==> src/design/dpc_map.vh <==
/*
  Constants for the dual-port memory port host: pin timing in ns, command codes,
  widths. Assumes a single 250 MHz clock.
*/
`ifndef DPC_MAP_VH
`define DPC_MAP_VH

// ---------------------------------------------------------------------------
// Clock
// ---------------------------------------------------------------------------
`define DPC_CLK_PS      4000

// ---------------------------------------------------------------------------
// Pin timing, ns
// ---------------------------------------------------------------------------
`define DPC_T_WP_NS     12
`define DPC_T_DW_NS     10
`define DPC_T_WZ_NS     10
`define DPC_T_HZ_NS     10
`define DPC_T_SWRD_NS   5
`define DPC_T_SAA_NS    15
`define DPC_T_DH_NS     0
`define DPC_T_WR_NS     0

// ---------------------------------------------------------------------------
// Commands and widths
// ---------------------------------------------------------------------------
`define DPC_CMD_WRITE   2'h0
`define DPC_CMD_READ    2'h1
`define DPC_CMD_TAKE    2'h2
`define DPC_CMD_GIVE    2'h3
`define DPC_AW          13
`define DPC_DW          8

`endif

==> src/design/dpc_host.v <==
/*
  Host controller for one port of an asynchronous dual-port static memory:
  array writes, array reads, semaphore take and release with read-back.
  Assumes the device pins sit on this clock domain and the bench resolves
  the data wire from data_pins_oe.
*/
// Contract
// - Host selects array or flag, never both, held through write window.
// - Write strobe or array select high whenever address changes.
// - Host drives write data only after device outputs are off.
// - With output enable low, write pulse covers turn-off plus data setup.
// - Host holds write data after end of every write.
// - Array select stays high across semaphore write and read.
`timescale 1ns/1ps
`include "dpc_map.vh"
module dpc_host (
  input  wire                clk,
  input  wire                reset_n,
  input  wire                req,
  input  wire [1:0]          req_cmd,
  input  wire [`DPC_AW-1:0]  req_addr,
  input  wire [`DPC_DW-1:0]  req_wdata,
  output reg                 busy,
  output reg                 done,
  output reg  [`DPC_DW-1:0]  rdata,
  output reg                 flag_won,
  output reg                 array_select_n,
  output reg                 flag_select_n,
  output reg                 write_n,
  output reg                 output_enable_n,
  output reg  [`DPC_AW-1:0]  addr,
  input  wire [`DPC_DW-1:0]  data_pins_in,
  output reg  [`DPC_DW-1:0]  data_pins_out,
  output reg                 data_pins_oe
);
  // ---------------------------------------------------------------------------
  // Phase lengths in cycles
  // ---------------------------------------------------------------------------
  function [3:0] cyc_up;
    input integer ns;
    integer c;
    begin
      c = (ns * 1000 + `DPC_CLK_PS - 1) / `DPC_CLK_PS;
      if (c < 1)
        c = 1;
      cyc_up = c[3:0];
    end
  endfunction

  function [3:0] max4;
    input [3:0] a;
    input [3:0] b;
    begin
      max4 = (a > b) ? a : b;
    end
  endfunction

  localparam [3:0] WP_CYC   = max4(cyc_up(`DPC_T_WP_NS), cyc_up(`DPC_T_DW_NS));
  localparam [3:0] HZ_CYC   = max4(cyc_up(`DPC_T_HZ_NS), cyc_up(`DPC_T_WZ_NS));
  localparam [3:0] SWRD_CYC = cyc_up(`DPC_T_SWRD_NS);
  localparam [3:0] SAA_CYC  = cyc_up(`DPC_T_SAA_NS);
  localparam [3:0] WR_CYC   = max4(cyc_up(`DPC_T_WR_NS), cyc_up(`DPC_T_DH_NS));

  // ---------------------------------------------------------------------------
  // States
  // ---------------------------------------------------------------------------
  localparam [7:0] S_IDLE  = 8'h01;
  localparam [7:0] S_SETUP = 8'h02;
  localparam [7:0] S_WPULS = 8'h04;
  localparam [7:0] S_WHOLD = 8'h08;
  localparam [7:0] S_WGAP  = 8'h10;
  localparam [7:0] S_RACC  = 8'h20;
  localparam [7:0] S_TURN  = 8'h40;

  reg [7:0]         state;
  reg [1:0]         cmd;
  reg [`DPC_DW-1:0] wdata;
  reg               t_load;
  reg [3:0]         t_val;
  wire              t_expired;

  wire is_flag  = cmd[1];
  wire is_write = (cmd != `DPC_CMD_READ);

  dpc_timer u_timer (
    .clk      (clk),
    .reset_n  (reset_n),
    .load     (t_load),
    .load_val (t_val),
    .expired  (t_expired)
  );

  // ---------------------------------------------------------------------------
  // Sequencer
  // ---------------------------------------------------------------------------
  always @(posedge clk)
  begin
    if (!reset_n)
    begin
      state           <= S_IDLE;
      cmd             <= 2'h0;
      wdata           <= 8'h00;
      t_load          <= 1'b0;
      t_val           <= 4'h1;
      busy            <= 1'b0;
      done            <= 1'b0;
      rdata           <= 8'h00;
      flag_won        <= 1'b0;
      array_select_n  <= 1'b1;
      flag_select_n   <= 1'b1;
      write_n         <= 1'b1;
      output_enable_n <= 1'b1;
      addr            <= 13'h0000;
      data_pins_out   <= 8'h00;
      data_pins_oe    <= 1'b0;
    end
    else
    begin
      t_load <= 1'b0;
      done   <= 1'b0;
      case (state)
        S_IDLE:
        begin
          if (req)
          begin
            busy  <= 1'b1;
            cmd   <= req_cmd;
            addr  <= req_addr;
            if (req_cmd == `DPC_CMD_TAKE)
              wdata <= 8'hfe;
            else if (req_cmd == `DPC_CMD_GIVE)
              wdata <= 8'hff;
            else
              wdata <= req_wdata;
            array_select_n <= req_cmd[1];
            flag_select_n  <= ~req_cmd[1];
            state          <= S_SETUP;
          end
        end
        S_SETUP:
        begin
          t_load <= 1'b1;
          if (is_write)
          begin
            // Output enable stays high, so the device is already off
            write_n       <= 1'b0;
            data_pins_oe  <= 1'b1;
            data_pins_out <= wdata;
            t_val         <= WP_CYC;
            state         <= S_WPULS;
          end
          else
          begin
            output_enable_n <= 1'b0;
            t_val           <= SAA_CYC;
            state           <= S_RACC;
          end
        end
        S_WPULS:
        begin
          if (t_expired && !t_load)
          begin
            write_n <= 1'b1;
            t_load  <= 1'b1;
            t_val   <= WR_CYC;
            state   <= S_WHOLD;
          end
        end
        S_WHOLD:
        begin
          if (t_expired && !t_load)
          begin
            data_pins_oe <= 1'b0;
            t_load       <= 1'b1;
            if (is_flag)
            begin
              t_val <= SWRD_CYC;
              state <= S_WGAP;
            end
            else
            begin
              array_select_n <= 1'b1;
              t_val          <= WR_CYC;
              state          <= S_TURN;
            end
          end
        end
        S_WGAP:
        begin
          // Array select untouched: stays high into the read-back
          if (t_expired && !t_load)
          begin
            output_enable_n <= 1'b0;
            t_load          <= 1'b1;
            t_val           <= SAA_CYC;
            state           <= S_RACC;
          end
        end
        S_RACC:
        begin
          if (t_expired && !t_load)
          begin
            rdata <= data_pins_in;
            if (cmd == `DPC_CMD_TAKE)
              flag_won <= ~data_pins_in[0];
            else if (cmd == `DPC_CMD_GIVE)
              flag_won <= 1'b0;
            output_enable_n <= 1'b1;
            array_select_n  <= 1'b1;
            flag_select_n   <= 1'b1;
            t_load          <= 1'b1;
            t_val           <= HZ_CYC;
            state           <= S_TURN;
          end
        end
        S_TURN:
        begin
          flag_select_n <= 1'b1;
          if (t_expired && !t_load)
          begin
            busy  <= 1'b0;
            done  <= 1'b1;
            state <= S_IDLE;
          end
        end
        default:
        begin
          state <= S_IDLE;
        end
      endcase
    end
  end
endmodule

==> src/design/dpc_timer.v <==
/*
  Down counter for pin phase lengths.
  Assumes load_val of at least one; expired rises load_val cycles after load.
*/
`timescale 1ns/1ps
module dpc_timer (
  input  wire       clk,
  input  wire       reset_n,
  input  wire       load,
  input  wire [3:0] load_val,
  output wire       expired
);
  reg [3:0] count;

  always @(posedge clk)
  begin
    if (!reset_n)
      count <= 4'h0;
    else if (load)
      count <= load_val;
    else if (count != 4'h0)
      count <= count - 4'h1;
  end

  assign expired = (count == 4'h0);
endmodule

==> config.mk <==
export PLATFORM = sky130hd
export DESIGN_NAME = dpc_host
export DESIGN_NICKNAME = d
export VERILOG_FILES = /design/src/design/dpc_host.v /design/src/design/dpc_timer.v
export VERILOG_INCLUDE_DIRS = /design/src /design/src/design
export SDC_FILE = /design/constraint.sdc
export NUM_CORES = 1
export LEC_CHECK = 0
export BUFFER_PORTS_ARGS = -buffer_cell sky130_fd_sc_hd__buf_2
export CAP_MARGIN = 15
export CORE_ASPECT_RATIO = 1.75
export CORE_MARGIN = 5
export CORE_UTILIZATION = 35
export DETAILED_ROUTE_END_ITERATION = 7
export SYNTH_ARGS = -nofsm -noshare
export SYNTH_HDL_FRONTEND = slang
export SYNTH_SLANG_ARGS = --single-unit
export TNS_END_PERCENT = 5
==> constraint.sdc <==
create_clock -name clk -period 4.8 [get_ports clk]
set_clock_uncertainty 0.2 [all_clocks]
set_input_delay 0.48 -clock clk [delete_from_list [all_inputs] [get_ports clk]]
set_output_delay 0.48 -clock clk [all_outputs]
set_load 0.005 [all_outputs]
==> metrics.txt, run 1 <==
# TYPE chip_impl_metric gauge
chip_impl_metric{name="fp.dieArea",unit="sq um"} 9420
chip_impl_metric{name="clk-insertion-delay-late",unit="ns"} 0.33
chip_impl_info{name="worstHoldStart",value="req_addr[11]"} 1
chip_impl_metric{name="multiplexer_fraction_of_the_synthesized_cell_area",unit="%"} 6.51
chip_impl_metric{name="vias",unit=""} 2428
chip_impl_metric{name="grt_start_max_net_pins",unit=""} 29
chip_impl_info{name="category_of_the_critical_setup_timing_path",value="reg2reg"} 1
chip_impl_metric{name="place_congestion",unit=""} 0.912
chip_impl_metric{name="cp.arrival",unit="ns"} 2.64
chip_impl_metric{name="net_switching_fraction_of_the_power",unit="%"} 26.8
chip_impl_metric{name="grt_remaining_overflow",unit=""} 0
chip_impl_metric{name="start_util",unit="%"} 35.3
chip_impl_metric{name="seq_area",unit="sq um"} 1240
chip_impl_metric{name="synth.cell_area",unit="sq um"} 2630
chip_impl_metric{name="data_required_time_at_the_worst_endpoint",unit="ns"} 4.79
chip_impl_info{name="status",value="completed"} 1
chip_impl_metric{name="first_global_vias",unit=""} 2428
chip_impl_metric{name="clkSlewWorstSetupHoldPaths",unit="ns"} 0.05
chip_impl_metric{name="timing.max_slew.rel_slack",unit="%"} 35.5
chip_impl_info{name="timing.hold.worst.class",value="in2reg"} 1
chip_impl_metric{name="final.period_utilization",unit="%"} 55.1
chip_impl_metric{name="finish.instance_area",unit="sq um"} 3320
chip_impl_metric{name="grt_first_pass_wirelength",unit="mm"} 11.5
chip_impl_metric{name="synth_xor_area_share",unit="%"} 2.00
chip_impl_metric{name="mappedNetlistNets",unit=""} 349
chip_impl_metric{name="final_layout_size_suffix_gt1_share",unit="%"} 23.9
chip_impl_metric{name="wl",unit="mm"} 7.08
chip_impl_info{name="top_ff_cell_synth",value="dfxtp_1"} 1
chip_impl_info{name="synth_top_cells_by_area",value="dfxtp_1, nand2_1, mux2i_1"} 1
chip_impl_metric{name="pwr-share-comb",unit="%"} 18.9
chip_impl_metric{name="slew_violations",unit=""} 0
chip_impl_metric{name="grt_usage",unit="%"} 16.2
chip_impl_metric{name="synth-warning-count",unit=""} 0
chip_impl_metric{name="cts_resized",unit=""} 0
chip_impl_metric{name="placed_area",unit="sq um"} 2990
chip_impl_metric{name="drt_iter0_drc",unit=""} 185
chip_impl_metric{name="synth-compound-area-share",unit="%"} 14.1
chip_impl_metric{name="count_of_flip_flops_with_a_built_in_enable_after_synthesis",unit=""} 0
chip_impl_metric{name="height_of_the_die",unit="um"} 125
chip_impl_metric{name="final-setup-viol-count",unit=""} 0
chip_impl_metric{name="post_synth.cell_area_avg",unit="sq um"} 8.41
chip_impl_info{name="grt_setup_unrepaired",value="false"} 1
chip_impl_metric{name="io_pins",unit=""} 71
chip_impl_metric{name="synth_simple_gate_area_share",unit="%"} 24.4
chip_impl_metric{name="period_minus_slack",unit="ns"} 2.65
chip_impl_metric{name="max_slew.worst_pin.slew",unit="ns"} 0.965
chip_impl_info{name="clock-root-buffer",value="clkbuf_16"} 1
chip_impl_metric{name="r2r_setup_slack",unit="ns"} 2.15
chip_impl_metric{name="route.detailed.wl_per_inst",unit="um"} 15.3
chip_impl_metric{name="layout.filler_cells",unit=""} 799
chip_impl_metric{name="synth-adder-area-share",unit="%"} 0.951
chip_impl_info{name="synth_top_family_by_area",value="simple AND/OR/NAND/NOR gates"} 1
chip_impl_metric{name="pwr-share-clk",unit="%"} 43.7
chip_impl_metric{name="synthesis.instances",unit=""} 313
chip_impl_metric{name="r2r.worst_path.cells",unit=""} 4
chip_impl_metric{name="drv.max_cap_violation_count",unit=""} 0
chip_impl_metric{name="grt_antenna_before_repair",unit=""} 0
chip_impl_metric{name="yosys.cell_types.count",unit=""} 46
chip_impl_metric{name="drt_drc_violations_left",unit=""} 0
chip_impl_metric{name="achievable_clock_frequency",unit="MHz"} 378
chip_impl_metric{name="antenna_diode_count",unit=""} 0
chip_impl_metric{name="placement_rows",unit=""} 42
chip_impl_info{name="critical_path.reg2reg.startpoint",value="state[2]"} 1
chip_impl_metric{name="place.port_buffers",unit=""} 70
chip_impl_metric{name="power_per_standard_cell_area",unit="nW/um^2"} 478
chip_impl_metric{name="p_seq_share",unit="%"} 37.4
chip_impl_metric{name="die_width",unit="um"} 75.6
chip_impl_info{name="cts_tree",value="built"} 1
chip_impl_metric{name="ys_async_sr_fraction",unit="%"} 0
chip_impl_metric{name="hold_buffer_count_at_cts",unit=""} 0
chip_impl_metric{name="ir_drop",unit="uV"} 256
chip_impl_metric{name="hpwl",unit="mm"} 5.11
chip_impl_info{name="synthDominantAreaCellType",value="dfxtp_1"} 1
chip_impl_metric{name="numClockSinks",unit=""} 62
chip_impl_metric{name="cts-htree-levels",unit=""} 3
chip_impl_metric{name="worst-path-max-fanout",unit=""} 25
chip_impl_metric{name="vias_per_cell",unit=""} 5.23
chip_impl_metric{name="multi_input_area",unit="sq um"} 1260
chip_impl_metric{name="p_int",unit="uW"} 1160
chip_impl_metric{name="yosysTopAreaCellShare",unit="%"} 47.1
chip_impl_metric{name="design.core.area",unit="sq um"} 7460
chip_impl_metric{name="post_cts.repair.setup_buffers",unit=""} 0
chip_impl_metric{name="layout-area-overhead-vs-synth",unit="%"} 26.1
chip_impl_metric{name="antenna_violating_nets_post_route",unit=""} 0
chip_impl_metric{name="min_path_cells",unit=""} 3
chip_impl_metric{name="p_leak",unit="uW"} 0.00146
chip_impl_metric{name="tritoncts.num_buffers",unit=""} 9
chip_impl_metric{name="firstDrtPassIters",unit=""} 4
chip_impl_metric{name="design.final.nets",unit=""} 407
chip_impl_metric{name="cts_max_path_buffers",unit=""} 2
chip_impl_metric{name="postSynthRegisterBits",unit=""} 62
chip_impl_info{name="holdPathEnd",value="addr[11]"} 1
chip_impl_metric{name="setup_tns",unit="ns"} 0
chip_impl_info{name="start_kind",value="flop"} 1
chip_impl_info{name="worst_setup_path_end_kind",value="flop"} 1
chip_impl_metric{name="net-switching-power",unit="uW"} 425
chip_impl_info{name="r2r-end",value="array_select_n"} 1
chip_impl_metric{name="hold_viol",unit=""} 0
chip_impl_metric{name="ys_seq_area_share",unit="%"} 47.1
## sequential cells by signal (all words and copies together), names as in the netlist, 2 cells and up
register and count:
state 7, t_val 3, rdata 8, wdata 8
cmd 2, addr 13, data_pins_out 8, u_timer.count 4
## power groups by stage
stage               registers [uW]  logic, uW  clock network, uW
floorplan                      595        242                  0
global placement               603        295                  0
detailed placement             605        299                  0
CTS                            595        302                711
global route                   599        337                734
finish                         594        299                694
## logic make-up after synthesis
logic type | Yosys count
AND/OR/NAND/NOR | 135
flip-flops | 62
AO/OA/AOI/OAI | 61
buffers and inverters | 30
multiplexers | 17
XOR/XNOR | 6
adder cells (fa/ha/maj) | 2
## metal layers
metal	up-vias	track usage, %	wire length (um)
li1	1211	-	-
met1	1125	16.5	2680
met2	70	27.1	3800
met3	22	4.52	308
met4	0	11.1	289
met5	-	0	0
## layout by cell type, fill, tap and decap left out, types with 4 or more instances in the layout
cell type	count
nor2_1	25
nand2_1	55
nand3_1	4
mux2i_1	16
dfxtp_1	62
nor3_1	23
o21ai_0	9
inv_1	5
buf_2	70
a21oi_1	30
nor4_1	4
clkbuf_16	9
## through the flow
stage / std cells / util [%] / hold slack, ns / worst slack (ns) / power [uW]
2_1_floorplan: 313 / - / 0.231 / 2.39 / 837
3_3_place_gp: 448 / 40.1 / 0.242 / 2.21 / 898
3_5_place_dp: 448 / 40.1 / 0.247 / 2.14 / 904
4_1_cts: 464 / 44.5 / 0.179 / 2.12 / 1610
5_1_grt: 464 / 44.5 / 0.184 / 1.80 / 1670
6_report: 464 / 44.5 / 0.193 / 2.15 / 1590
## worst max-delay path, stage by stage (launching register included)
cell,delay [ns]
dfxtp_1,0.41
nor4_1,0.51
nand3_1,0.79
o22ai_1,0.46
a22oi_1,0.14
## cells in the mapped netlist, types with 4 or more instances
library cell	n
a21oi_1	30
nand3_1	4
dfxtp_1	62
nor3_1	23
o21ai_0	9
clkbuf_1	20
nor2_1	25
mux2i_1	16
nand2_1	55
nor4_1	4
inv_1	5
## worst max path at each step
stage | startpoint | to | cells after the start
after floorplan | u_timer.count[0] | flag_won | 8
after global routing | state[2] | array_select_n | 4
after CTS | state[2] | array_select_n | 4
after global placement | state[2] | array_select_n | 4
after detailed placement | state[2] | array_select_n | 4
final | state[2] | array_select_n | 4
## layout make-up
cell class | instances | area share, %
multi-input combinational | 221 | 38.0
sequential | 62 | 37.4
timing repair buffer | 71 | 10.8
clock buffer | 11 | 7.31
tap | 88 | 3.32
clock inverter | 5 | 2.49
inverter | 6 | 0.678
(Power assumes the default switching activity.)
==> run 2, diff against run 1 <==
==> constraint.sdc (replaced) <==
create_clock -name clk -period 2.3 [get_ports clk]
set_clock_uncertainty 0.2 [all_clocks]
set_input_delay 0.23 -clock clk [delete_from_list [all_inputs] [get_ports clk]]
set_output_delay 0.23 -clock clk [all_outputs]
set_load 0.005 [all_outputs]
==> run 2 against run 1 <==
Effect of this change: critical path depth is 1 higher; global-route usage rose by 1.6 points; clock power up 89%; cell count rose by 11%; worst setup slack got worse by 2.0 ns; critical endpoint is now t_val[1]; largest cell class unchanged.
==> metrics.txt, run 2 (same netlist as run 1, synthesis figures left out) <==
# TYPE chip_impl_metric gauge
chip_impl_info{name="status",value="completed"} 1
chip_impl_metric{name="tritoncts.num_buffers",unit=""} 9
chip_impl_metric{name="fin_hold_ws",unit="ns"} 0.000800
chip_impl_metric{name="wl",unit="mm"} 7.68
chip_impl_metric{name="grt_first_pass_wirelength",unit="mm"} 12.8
chip_impl_info{name="timing.critical_path.cells",value="buf_4, nor4b_1, a211oi_1, o21ai_0, mux2i_1"} 1
chip_impl_metric{name="placement_rows",unit=""} 42
chip_impl_metric{name="height_of_the_die",unit="um"} 125
chip_impl_metric{name="place.port_buffers",unit=""} 70
chip_impl_metric{name="r2r.worst_path.cells",unit=""} 5
chip_impl_metric{name="cp.arrival",unit="ns"} 2.22
chip_impl_metric{name="antenna_violating_nets_post_route",unit=""} 0
chip_impl_metric{name="route.detailed.wl_per_inst",unit="um"} 15.0
chip_impl_info{name="start_kind",value="flop"} 1
chip_impl_metric{name="first_global_vias",unit=""} 2733
chip_impl_metric{name="antenna_diode_count",unit=""} 0
chip_impl_info{name="r2r-end",value="t_val[1]"} 1
chip_impl_metric{name="slew_violations",unit=""} 0
chip_impl_metric{name="drt_drc_violations_left",unit=""} 0
chip_impl_metric{name="r2r_setup_slack",unit="ns"} 0.13
chip_impl_metric{name="dp_cells",unit=""} 470
chip_impl_metric{name="firstDrtPassIters",unit=""} 5
chip_impl_metric{name="drv.max_cap_violation_count",unit=""} 0
chip_impl_metric{name="final_layout_size_suffix_gt1_share",unit="%"} 27.1
chip_impl_metric{name="layout.cells.non_filler",unit=""} 513
chip_impl_metric{name="max_slew.worst_pin.slew",unit="ns"} 0.579
chip_impl_metric{name="setup_tns",unit="ns"} 0
chip_impl_metric{name="fp.dieArea",unit="sq um"} 9420
chip_impl_metric{name="cts-htree-levels",unit=""} 3
chip_impl_info{name="layout_commonest_cell",value="buf_2"} 1
chip_impl_metric{name="hpwl",unit="mm"} 5.38
chip_impl_info{name="timing.hold.worst.class",value="in2reg"} 1
chip_impl_metric{name="vias_per_cell",unit=""} 5.18
chip_impl_metric{name="final.period_utilization",unit="%"} 94.4
chip_impl_metric{name="clkSlewWorstSetupHoldPaths",unit="ns"} 0.05
chip_impl_metric{name="critical_path_buf_inv_count",unit=""} 1
chip_impl_metric{name="timing.max_slew.rel_slack",unit="%"} 61.2
chip_impl_metric{name="min_path_cells",unit=""} 3
chip_impl_metric{name="period_minus_slack",unit="ns"} 2.17
chip_impl_metric{name="layout.filler_cells",unit=""} 727
chip_impl_metric{name="ir_drop",unit="uV"} 828
chip_impl_info{name="layout.cells.most_common_list",value="buf_2, dfxtp_1, nand2_1"} 1
chip_impl_metric{name="numClockSinks",unit=""} 62
chip_impl_metric{name="drt_iter0_drc",unit=""} 170
chip_impl_metric{name="largest_register_ffs",unit=""} 13
chip_impl_metric{name="p_leak",unit="uW"} 0.00168
chip_impl_metric{name="hold_viol",unit=""} 0
chip_impl_metric{name="grt_antenna_before_repair",unit=""} 0
chip_impl_metric{name="final-setup-viol-count",unit=""} 0
chip_impl_metric{name="grt_remaining_overflow",unit=""} 0
chip_impl_info{name="cpMaxStageDelayCell",value="nor4b_1"} 1
chip_impl_metric{name="grt_usage",unit="%"} 17.8
chip_impl_metric{name="worst-path-max-fanout",unit=""} 12
chip_impl_metric{name="finish.instance_area",unit="sq um"} 3770
chip_impl_metric{name="vias",unit=""} 2655
chip_impl_metric{name="timing.critical_path.slowest_cell_delay",unit="ns"} 0.51
chip_impl_metric{name="die_width",unit="um"} 75.6
chip_impl_metric{name="clk-insertion-delay-late",unit="ns"} 0.33
chip_impl_metric{name="placed_area",unit="sq um"} 3200
chip_impl_metric{name="achievable_clock_frequency",unit="MHz"} 460
chip_impl_metric{name="design.core.area",unit="sq um"} 7460
chip_impl_metric{name="start_util",unit="%"} 35.3
chip_impl_info{name="clock-root-buffer",value="clkbuf_16"} 1
chip_impl_info{name="regMostFlops",value="addr"} 1
chip_impl_metric{name="grt_start_max_net_pins",unit=""} 27
chip_impl_info{name="worstHoldStart",value="req_wdata[4]"} 1
chip_impl_info{name="grt_setup_unrepaired",value="false"} 1
chip_impl_metric{name="design.final.nets",unit=""} 457
chip_impl_info{name="critical_path.reg2reg.startpoint",value="state[3]"} 1
chip_impl_info{name="holdPathEnd",value="wdata[4]"} 1
chip_impl_metric{name="cts_resized",unit=""} 0
chip_impl_info{name="critical-path-top-delay-family",value="compound AO/OA/AOI/OAI gates"} 1
chip_impl_metric{name="data_required_time_at_the_worst_endpoint",unit="ns"} 2.35
chip_impl_info{name="category_of_the_critical_setup_timing_path",value="reg2reg"} 1
chip_impl_metric{name="place_congestion",unit=""} 0.870
chip_impl_info{name="worst_setup_path_end_kind",value="flop"} 1
chip_impl_metric{name="power_per_standard_cell_area",unit="nW/um^2"} 885
chip_impl_metric{name="cts_max_path_buffers",unit=""} 2
chip_impl_metric{name="layout-area-overhead-vs-synth",unit="%"} 43.2
chip_impl_info{name="cts_tree",value="built"} 1
chip_impl_metric{name="io_pins",unit=""} 71
==> run 2: per-layer routing <==
metal	part of all wire, %	GRT usage (%)
met3	4.6	5.57
met2	54	30.0
met1	36	18.1
met5	0	0
met4	4.5	10.8
==> run 2: repair_timing <==
action | in CTS | in global routing
setup endpoints to repair | 0 | 0
buffers inserted | 0 | 0
endpoints found under the hold margin | 29 | 0
hold buffers | 28 | 0
==> run 2: where the power goes <==
group          switching (uW)  internal [uW]
Combinational             386            396
Sequential               73.0           1170
Clock                     456            856
Total                     915           2420
==> run 2: cell type report <==
| type | count | area (sq um) | share of cell area, % |
|---|---|---|---|
| timing repair buffer | 121 | 828 | 22.0 |
| tap | 88 | 110 | 2.92 |
| clock inverter | 4 | 47.5 | 1.26 |
| inverter | 6 | 22.5 | 0.598 |
| multi-input combinational | 221 | 1270 | 33.8 |
| clock buffer | 11 | 243 | 6.44 |
| sequential | 62 | 1240 | 33.0 |
==> run 2: worst register-to-register path, cell delays in order, from the launching register on <==
cell and delay [ns]:
dfxtp_1 0.30, buf_4 0.16, nor4b_1 0.52, a211oi_1 0.20
o21ai_0 0.45, mux2i_1 0.26
==> run 2: worst max-delay path by stage <==
stage	startpoint	endpoint	slack (ns)	depth (start not counted)
after global placement	u_timer.count[1]	flag_won	0.20	6
after global routing	state[3]	t_val[1]	0.02	5
after floorplan	u_timer.count[1]	flag_won	-0.003	8
final	state[3]	t_val[1]	0.13	5
after detailed placement	u_timer.count[1]	flag_won	0.15	6
after CTS	u_timer.count[1]	flag_won	0.13	6
==> run 2: stage by stage <==
stage | worst slack, ns | total power (uW) | utilization (%)
finish | 0.128 | 3340 | 50.5
global route | 0.0192 | 3520 | 50.5
CTS | 0.131 | 3380 | 50.5
detailed placement | 0.146 | 2000 | 42.9
global placement | 0.204 | 1990 | 42.9
floorplan | -0.00254 | 1770 | -
